==> config.mk <==
export PLATFORM = sky130hd
export DESIGN_NAME = l2rpa_arbiter
export DESIGN_NICKNAME = d
export VERILOG_FILES = /design/src/l2rpa_pkg.sv /design/src/l2rpa_slots.sv /design/src/l2rpa_arbiter.sv
export VERILOG_INCLUDE_DIRS = /design/src /design/src/src
export SDC_FILE = /design/constraint.sdc
export NUM_CORES = 1
export LEC_CHECK = 0
export CAP_MARGIN = 0
export CORE_ASPECT_RATIO = 1.25
export CORE_MARGIN = 5
export CORE_UTILIZATION = 50
export CTS_CLUSTER_SIZE = 14
export DETAILED_ROUTE_END_ITERATION = 12
export DONT_BUFFER_PORTS = 1
export GPL_TIMING_DRIVEN = 0
export MAX_ROUTING_LAYER = met4
export PLACE_DENSITY = 0.76
export SKIP_LAST_GASP = 1
export SYNTH_ARGS = -nofsm -noshare
export SYNTH_HDL_FRONTEND = slang
export SYNTH_SLANG_ARGS = --single-unit
==> constraint.sdc <==
create_clock -name clk_sys_i -period 2 [get_ports clk_sys_i]
set_input_delay 0 -clock clk_sys_i [delete_from_list [all_inputs] [get_ports clk_sys_i]]
set_output_delay 0 -clock clk_sys_i [all_outputs]
set_load 0.02 [all_outputs]
==> src/l2rpa_defs.svh <==
// l2rpa_defs.svh - constants for the level-2 read priority arbiter
`ifndef L2RPA_DEFS_SVH
`define L2RPA_DEFS_SVH

// bit position of the priority enable in the auxiliary control word
`define L2RPA_AUX_PRIO_BIT   10
// reset value of the priority enable: feature off
`define L2RPA_PRIO_RST       1'b0
// outstanding address slots per master interface
`define L2RPA_NUM_SLOTS      4

`endif

==> src/l2rpa_pkg.sv <==
// l2rpa_pkg.sv - types for the level-2 read priority arbiter
`default_nettype none
package l2rpa_pkg;

  // class of a pending read
  typedef enum logic [1:0] {
    L2RPA_CLS_LINEFILL,
    L2RPA_CLS_STRONG,
    L2RPA_CLS_DEVICE
  } l2rpa_cls_t;

  // slot state
  typedef enum logic {
    L2RPA_SLOT_FREE,
    L2RPA_SLOT_BUSY
  } l2rpa_slot_t;

endpackage : l2rpa_pkg
`default_nettype wire

==> src/l2rpa_slots.sv <==
// l2rpa_slots.sv - tracker of outstanding address slots
`default_nettype none
`include "l2rpa_defs.svh"

module l2rpa_slots
  import l2rpa_pkg::*;
#(
  parameter int NUM_SLOTS = `L2RPA_NUM_SLOTS
) (
  // clock and reset
  input  wire logic        clk_sys_i,
  input  wire logic        rst_i,
  // one slot taken / one slot returned
  input  wire logic        take_i,
  input  wire logic        release_i,
  // status
  output logic             slot_free_o,
  output logic [3:0]       busy_cnt_o
);

  // =========================================================
  // slot bookkeeping
  l2rpa_slot_t slot_r   [NUM_SLOTS];
  l2rpa_slot_t slot_nxt [NUM_SLOTS];
  logic [NUM_SLOTS-1:0] busy_vec;
  logic [NUM_SLOTS-1:0] take_sel;
  logic [NUM_SLOTS-1:0] rel_sel;

  genvar g;
  generate
    for (g = 0; g < NUM_SLOTS; g++) begin : g_slot
      assign busy_vec[g] = (slot_r[g] == L2RPA_SLOT_BUSY);
      // lowest free slot takes, lowest busy slot returns
      if (g == 0) begin : g_first
        assign take_sel[g] = take_i && !busy_vec[g];
        assign rel_sel[g]  = release_i && busy_vec[g];
      end else begin : g_rest
        assign take_sel[g] = take_i && !busy_vec[g] && (&busy_vec[g-1:0]);
        assign rel_sel[g]  = release_i && busy_vec[g] &&
                             !(|busy_vec[g-1:0]);
      end
      always_comb begin
        slot_nxt[g] = slot_r[g];
        if (take_sel[g]) begin
          slot_nxt[g] = L2RPA_SLOT_BUSY;
        end else if (rel_sel[g]) begin
          slot_nxt[g] = L2RPA_SLOT_FREE;
        end
      end
      always_ff @(posedge clk_sys_i) begin
        if (rst_i) begin
          slot_r[g] <= L2RPA_SLOT_FREE;
        end else begin
          slot_r[g] <= slot_nxt[g];
        end
      end
    end
  endgenerate

  // count of busy slots, combinational view for the arbiter
  always_comb begin
    busy_cnt_o = 4'h0;
    for (int i = 0; i < NUM_SLOTS; i++) begin
      busy_cnt_o = busy_cnt_o + {3'h0, busy_vec[i]};
    end
    slot_free_o = !(&busy_vec);
  end

endmodule : l2rpa_slots
`default_nettype wire

==> src/l2rpa_arbiter.sv <==
// l2rpa_arbiter.sv - read request arbiter for one master interface
`default_nettype none
`include "l2rpa_defs.svh"

// What this block does
// - With the priority bit set, strongly ordered and device reads win.
// - Each master interface has exactly four shared outstanding slots.
// - A cacheable L2 miss is sent out as a linefill through a slot.
// - With priority on, a steady ordered stream holds a linefill back.
// - Reset clears the priority feature; one cycle after release it follows bit 10 again.
module l2rpa_arbiter
  import l2rpa_pkg::*;
#(
  parameter int NUM_SLOTS = `L2RPA_NUM_SLOTS,
  parameter int ADDR_W    = 32
) (
  // clock and reset
  input  wire logic              clk_sys_i,
  input  wire logic              rst_i,
  // auxiliary control word
  input  wire logic [31:0]       aux_ctrl_i,
  // strongly ordered / device read request
  input  wire logic              ord_req_i,
  input  wire logic              ord_dev_i,
  input  wire logic [ADDR_W-1:0] ord_addr_i,
  output logic                   ord_ack_o,
  // cacheable miss linefill request
  input  wire logic              miss_req_i,
  input  wire logic [ADDR_W-1:0] miss_addr_i,
  output logic                   miss_ack_o,
  // read address issue toward the L3 memory system
  output logic                   arvalid_o,
  output logic [ADDR_W-1:0]      araddr_o,
  output logic [1:0]             arclass_o,
  input  wire logic              arready_i,
  // completion of an outstanding read
  input  wire logic              rdone_i,
  // status
  output logic                   prio_en_o,
  output logic [3:0]             busy_cnt_o
);

  // =========================================================
  // priority enable capture
  // the bit is copied every cycle, so a change takes effect one
  // cycle later; reset forces it off whatever the control word says
  logic prio_r;
  logic prio_nxt;

  always_comb begin
    prio_nxt = aux_ctrl_i[`L2RPA_AUX_PRIO_BIT];
  end

  always_ff @(posedge clk_sys_i) begin
    if (rst_i) begin
      prio_r <= `L2RPA_PRIO_RST;
    end else begin
      prio_r <= prio_nxt;
    end
  end

  // =========================================================
  // slot tracker
  // a completion frees its slot only from the next cycle on, so a
  // full tracker costs one idle cycle before the next grant
  logic       slot_free;
  logic [3:0] busy_cnt;
  logic       take;

  l2rpa_slots #(
    .NUM_SLOTS (NUM_SLOTS)
  ) u_slots (
    .clk_sys_i   (clk_sys_i),
    .rst_i       (rst_i),
    .take_i      (take),
    .release_i   (rdone_i),
    .slot_free_o (slot_free),
    .busy_cnt_o  (busy_cnt)
  );

  // =========================================================
  // arrival order: age counters of waiting requests
  // a stamp counts the cycles its request has waited and restarts
  // once the ack shows; the larger stamp is the older request
  logic [15:0] ord_age_r,  ord_age_nxt;
  logic [15:0] miss_age_r, miss_age_nxt;

  always_comb begin
    ord_age_nxt  = '0;
    miss_age_nxt = '0;
    if (ord_req_i && !ord_ack_o) begin
      ord_age_nxt = (ord_age_r == 16'hffff) ? ord_age_r : ord_age_r + 16'h1;
    end
    if (miss_req_i && !miss_ack_o) begin
      miss_age_nxt = (miss_age_r == 16'hffff) ? miss_age_r
                                              : miss_age_r + 16'h1;
    end
  end

  always_ff @(posedge clk_sys_i) begin
    if (rst_i) begin
      ord_age_r  <= 16'h0;
      miss_age_r <= 16'h0;
    end else begin
      ord_age_r  <= ord_age_nxt;
      miss_age_r <= miss_age_nxt;
    end
  end

  // =========================================================
  // arrival order decision
  // only meaningful while both wait; equal stamps, saturated ones
  // included, fall to the miss so a linefill is never passed by a
  // read that came in during the same cycle
  logic ord_older;

  always_comb begin
    ord_older = (ord_age_r > miss_age_r);
  end

  // =========================================================
  // class of the ordered read as shown toward the L3 side
  l2rpa_cls_t ocls;

  always_comb begin
    case (ord_dev_i)
      1'b1:    ocls = L2RPA_CLS_DEVICE;
      default: ocls = L2RPA_CLS_STRONG;
    endcase
  end

  // =========================================================
  // issue stage: one read address register toward the L3 side
  logic              arvalid_r, arvalid_nxt;
  logic [ADDR_W-1:0] araddr_r,  araddr_nxt;
  logic [1:0]        arcls_r,   arcls_nxt;
  logic              ord_ack_r, ord_ack_nxt;
  logic              miss_ack_r, miss_ack_nxt;
  logic              pick_ord;
  logic              can_issue;

  // a new address may load once the stage is empty or drains now;
  // acks stall the requesters for a cycle so a request is not
  // taken twice
  // with priority on, nothing ages the miss: a steady ordered stream
  // that keeps every slot turning over starves the linefill; this is
  // the known flaw, kept on purpose, so leave the bit clear where the
  // requesters can sustain four ordered reads in flight
  always_comb begin
    can_issue = slot_free && (!arvalid_r || arready_i) &&
                !ord_ack_r && !miss_ack_r;
    if (prio_r) begin
      // ordered reads always win: a steady stream starves misses
      pick_ord = ord_req_i;
    end else if (ord_req_i && miss_req_i) begin
      pick_ord = ord_older;
    end else begin
      pick_ord = ord_req_i;
    end
    take         = 1'b0;
    arvalid_nxt  = arvalid_r && !arready_i;
    araddr_nxt   = araddr_r;
    arcls_nxt    = arcls_r;
    ord_ack_nxt  = 1'b0;
    miss_ack_nxt = 1'b0;
    if (can_issue && pick_ord) begin
      take        = 1'b1;
      arvalid_nxt = 1'b1;
      araddr_nxt  = ord_addr_i;
      arcls_nxt   = ocls;
      ord_ack_nxt = 1'b1;
    end else if (can_issue && miss_req_i) begin
      take         = 1'b1;
      arvalid_nxt  = 1'b1;
      araddr_nxt   = miss_addr_i;
      arcls_nxt    = L2RPA_CLS_LINEFILL;
      miss_ack_nxt = 1'b1;
    end
  end

  always_ff @(posedge clk_sys_i) begin
    if (rst_i) begin
      arvalid_r  <= 1'b0;
      araddr_r   <= '0;
      arcls_r    <= 2'h0;
      ord_ack_r  <= 1'b0;
      miss_ack_r <= 1'b0;
    end else begin
      arvalid_r  <= arvalid_nxt;
      araddr_r   <= araddr_nxt;
      arcls_r    <= arcls_nxt;
      ord_ack_r  <= ord_ack_nxt;
      miss_ack_r <= miss_ack_nxt;
    end
  end

  // =========================================================
  // status register
  // the count lags the tracker by one cycle; it only reports, the
  // issue decision reads the tracker directly
  logic [3:0] busy_cnt_r;

  always_ff @(posedge clk_sys_i) begin
    if (rst_i) begin
      busy_cnt_r <= 4'h0;
    end else begin
      busy_cnt_r <= busy_cnt;
    end
  end

  // outputs straight from flip-flops
  assign arvalid_o  = arvalid_r;
  assign araddr_o   = araddr_r;
  assign arclass_o  = arcls_r;
  assign ord_ack_o  = ord_ack_r;
  assign miss_ack_o = miss_ack_r;
  assign prio_en_o  = prio_r;
  assign busy_cnt_o = busy_cnt_r;

endmodule : l2rpa_arbiter
`default_nettype wire

Word level (Yosys, flattened, before mapping):

Memory sizes are Yosys's and may differ from the RTL's.
Index checks and enable logic that the tools add are counted.

* add/sub/neg operators: 5
* $lt $le $gt $ge: 1
* equality and inequality tests: 2
* multiplexer cells: 27
* bitwise operators: 6
* reduce and logical (&&, ||, !) cells: 44

Operators with widths (count)
* 32-bit two-way mux: 2
* 16-bit by 1-bit adder with 16-bit output (second input constant): 2
* 16-bit == test (second input constant): 2
* 1-bit logical AND: 23
* 1-bit two-way mux: 22
* 16-bit > comparator: 1
* 1-bit logical NOT: 11
* 4-bit by 1-bit adder with 4-bit output: 2
* 2-bit OR reduction: 4
* 2-bit two-way mux: 3
* 1-bit bitwise OR: 4
* 4-bit AND reduction: 1
* 3-bit AND reduction: 1
* 3-bit OR reduction: 1
* 1-bit by 1-bit adder with 2-bit output: 1
* 1-bit inverter: 2
* 2-bit AND reduction: 1
* 2-bit nonzero test: 1
* 1-bit logical OR: 1

* register bits: 74
* RAM bits: 4
* bits of input ports: 103
* output and inout bits: 42
* logic and storage cells: 95
* memories kept: 1

Memory list
* u_slots.slot_r: words 4, width 1, read ports 4, clocked after Yosys merged registers in 0, write ports 4, line l2rpa_slots.sv:23 `l2rpa_slot_t slot_r [NUM_SLOTS];`

Logic depth before layout (Yosys ltp):

An unclocked memory read counts as a cell.

* depth after elaboration: 13
* mapped depth: 9
* depth with buffers taken out: 7

Cells and area by module:

A second synthesis with hierarchy kept.

* cell total of the unflattened synthesis: 468
* area total of the unflattened synthesis: 4177.8 sq um

Modules (own cells, without submodules)
* l2rpa_arbiter: instances 1, cells an instance 438, area each 3915.0 sq um, sequential area each 1481.4 sq um
* l2rpa_slots: instances 1, cells an instance 30, area each 262.8 sq um, sequential area each 80.1 sq um

Worst setup path before layout:

OpenSTA, ideal clock, no wires.

* path type: register to register
* from: register miss_age_r[15]
* to: register araddr_r[0] (netlist: araddr_o[0])
* setup time: 0.121 ns
* data arrival time: 2.061 ns
* required time: 1.879 ns
* setup slack: -0.182 ns
* stages on the path, launching flop included: 10
* path buffers: 2
* clock period less this slack: 2.182 ns
* path through: dfxtp_1 inv_1 ha_1 nand4_2 nor4_2 a21boi_2 o31a_1 buf_6 buf_12 mux2_4

* word-level cells in the longest chain between the ends: 5
* elaborated cells on any way between the ends: 6
* those cells by class: order compare: 1; mux: 3; reduce/logical: 2

Ends and longest elaborated chain
* start: declaration: line l2rpa_arbiter.sv:86 `logic [15:0] miss_age_r, miss_age_nxt;`
* start signal: assignment: line l2rpa_arbiter.sv:106 `miss_age_r <= miss_age_nxt;`
* 16-bit > comparator (*): line l2rpa_arbiter.sv:118 `ord_older = (ord_age_r > miss_age_r);`
* 1-bit two-way mux (*): line l2rpa_arbiter.sv:155 `end else if (ord_req_i && miss_req_i) begin`
* 1-bit two-way mux (*): line l2rpa_arbiter.sv:152 `if (prio_r) begin`
* 1-bit logical AND (*): line l2rpa_arbiter.sv:166 `if (can_issue && pick_ord) begin`
* 32-bit two-way mux or 2-bit nonzero test (tied branches)
* end signal: assignment: line l2rpa_arbiter.sv:190 `araddr_r <= araddr_nxt;`
* end: declaration: line l2rpa_arbiter.sv:135 `logic [ADDR_W-1:0] araddr_r, araddr_nxt;`

Mark *: on every way between the ends. The rest lies on a longest branch, timed or not.
A chain may end at the register's enable or synchronous reset.

Final worst setup path:

* from: register miss_age_r[15]
* to: register araddr_r[16] (netlist: araddr_o[16])

Same word-level chain as after synthesis.

==> impl_results.md <==
- Largest family of logic cells by synthesized area: simple AND/OR/NAND/NOR gates
- Starting DRC count in detailed routing: 281
- TritonCTS clock tree: yes
- Design Area, Final: 5689 µm²
- Fin. Hold Viols: 0
- Port Buffer Count: 0
- Final WS setup: -0.3530 ns
- Clk Latency, worst-skew pair: 0.37 ns
- Synth Area in Compound Gates: 8.668%
- Largest cells by area after synthesis: dfxtp_1 36%, mux2_4 9.7%, mux2i_1 8.3%
- Part of the Yosys area used for sequential elements: 35.60%
- Area after DPL: 4528 µm²
- Synth Net Count: 589
- Max FO, Critical Path: 5
- Clk_skew: 0.01242 ns
- Number of global-route vias before repair: 3925
- GR Overflow Total: 0
- Clock slew at reported path FFs: 0.08 ns
- I/O pins: 145
- Syn Area/Cell: 9.333 µm²
- Average wire per standard cell: 20.55 µm
- Crit. End Element: flop
- Leak: 2.384 nW
- Cts bufs inserted: 9
- Total vias in the final route: 4000
- Post-Synth XOR/XNOR Area: 3.843%
- Vias per Instance: 5.988
- Syn Std Cell Area: 4330 µm²
- Hold Crit Class: in2reg
- Final ANT Viol Nets: 0
- Final period utilization: 117.6%
- Mux share of post-synthesis cell area: 19.33%
- Post-synth EDFFs: 0
- DRC: 0
- Pre-CTS setup slack: -0.3371 ns
- Arrival time worst endpoint: 2.60 ns
- Share of cells above drive strength 1: 19.93%
- Final setup violation count: 40
- Die area: 10630 µm²
- Clock Sinks: 77
- Slew HR: 60.17%
- Largest net degree at the start of global routing: 12
- Required @ worst endpoint: 2.24 ns
- Area grow syn2layout: 31.38%
- Top post-synthesis cells by count: 77 x dfxtp_1, 64 x nor2_1, 37 x nor2b_1
- Crit Path Class: reg2reg
- Async SR Flop Fraction: 0%
- Fin nets: 688
- Most frequent cell after synthesis: dfxtp_1
- Max Fclk: 425.0 MHz
- Fin. max-slew vios: 0
- Ys flop type: dfxtp_1
- Post-synth top area share: 35.60%
- GRT Overall Usage: 24.00%
- Final min period: 2.353 ns
- Max-cap viol count: 0
- Worst Max-Slew Pin Slew: 0.5975 ns
- Crit path launch type: flop
- Yosys cell types: 51
- Synth Area in Adders: 6.530%
- Synth Area in Simple Gates: 19.94%
- Max VDD drop: 0.0005889 V
- Leading area contributor after synthesis: dfxtp_1
- Die span in y: 114.1 µm
- Core area: 8558 µm²
- Die Width: 93.24 µm
- Yosys reg bits: 77
- Crit-path max cell delay: 0.36 ns
- Buf/Inv on CP: 3
- Failing checks: setup timing
- Cells along the critical path: inv_4, ha_4, nand4_4, nor4_4, a21boi_2, o31a_1, buf_4, buf_12, mux2_4
- Status: finished with violations
- Routability Congestion: 0.8512
- Initial core utilization: 50.60%
- Maximum root-to-sink buffer count: 2
- DRT Wirelength: 13730 µm
- Pwr Density: 679.2 nW/µm²
- Placement Rows: 38
- Initial antenna violation count: 1
- Top delay family on crit path: compound AO/OA/AOI/OAI gates
- Slowest cell on crit path: dfxtp_4
- RSZ-0062 raised after global routing: yes
- Syn Inst Count: 464
- Detailed Routing Iterations Pass 1: 5
- H-Tree Depth: 3
- Dpl hpwl: 7804 µm
- CTS root buffer: clkbuf_8
- First-pass GRT wire length: 19400 µm
- YS warnings: 0
==> routing by layer <==
layer  vias up  track usage (%)  share of wire [%]
met5         -                -                  0
met4         0            10.36                4.5
met3        64            7.166                6.9
met2       203            42.41                 52
met1      1932            24.39                 37
li1       1801                -                  -
==> through the flow <==
step / setup TNS [ns] / power [mW] / utilization [%] / instances / hold WS [ns]
after floorplan: -1.506 / 2.373 / - / 464 / 0.1166
after global placement: -8.636 / 2.470 / 52.91 / 564 / 0.1184
after detailed placement: -10.95 / 2.494 / 52.91 / 564 / 0.1237
after CTS: -8.241 / 3.717 / 64.78 / 658 / 0.02708
after global routing: -14.30 / 3.995 / 66.48 / 668 / 0.05245
final: -11.39 / 3.864 / 66.48 / 668 / 0.01118
==> kinds of logic after synthesis <==
group | Yosys count
AND/OR/NAND/NOR | 171
flip-flops | 77
multiplexers | 69
AO/OA/AOI/OAI | 55
buffers and inverters | 50
adder cells (fa/ha/maj) | 22
XOR/XNOR | 19
other | 1
==> power by group <==
| group | switching (mW) | leakage (nW) | internal (mW) |
|---|---|---|---|
| Sequential | 0.238 | 0.640 | 1.64 |
| Clock | 0.569 | 0.0875 | 0.571 |
| Combinational | 0.377 | 1.66 | 0.467 |
==> cells in the final DEF, fill, tap and decap left out, types with 16 or more instances in the layout <==
cell,netlist,final
mux2i_1,36,36
clkbuf_1,15,18
dlygate4sd3_1,0,68
mux2_4,28,31
dfxtp_2,0,16
inv_1,24,17
nor2b_1,37,37
dfxtp_1,77,58
nor2_1,64,64
buf_4,1,18
nand3_1,17,17
==> cell type report <==
class	instances	area [µm²]
fill	552	2869
timing repair buffer	88	869.6
tap	100	125.1
clock buffer	13	138.9
sequential	77	1573
buffer	25	182.7
multi-input combinational	337	2666
antenna	1	2.502
clock inverter	2	35.03
inverter	25	96.34
==> registers in the layout, indices dropped and copies added (netlist names), 2 cells and up <==
name and flops:
ord_age_r 16, arclass_o 2, miss_age_r 16, araddr_o 32, busy_cnt_o 3, u_slots.slot_r 4
==> worst reg2reg max path, cell delays in order (launching register included) <==
cell      delay [ns]
dfxtp_4         0.36
inv_4           0.04
ha_4            0.29
nand4_4         0.10
nor4_4          0.33
a21boi_2        0.27
o31a_1          0.22
buf_4           0.19
buf_12          0.14
mux2_4          0.30
==> repair_timing <==
| item | 4_1_cts | 5_1_grt |
|---|---|---|
| setup buffers | 11 | 6 |
| pin swaps | 2 | 6 |
| hold buffers | 68 | 0 |
| endpoints found under the hold margin | 40 | 0 |
| cloned | 0 | 3 |
| resized for setup | 22 | 17 |
| endpoints found under the setup margin | 50 | 52 |
==> path summary, 6_finish.rpt <==
| kind | cells past startpoint | startpoint | to | slack [ns] |
|---|---|---|---|---|
| setup / recovery | 9 | miss_age_r[15] | araddr_o[16] | -0.35 |
| hold reg to reg | 1 | miss_age_r[6] | miss_age_r[6] | 0.49 |
| hold / removal | 4 | ord_req_i | ord_ack_o | 0.01 |
| setup reg to reg | 9 | miss_age_r[15] | araddr_o[16] | -0.35 |
Note: power is estimated with default switching activity, not from simulation.
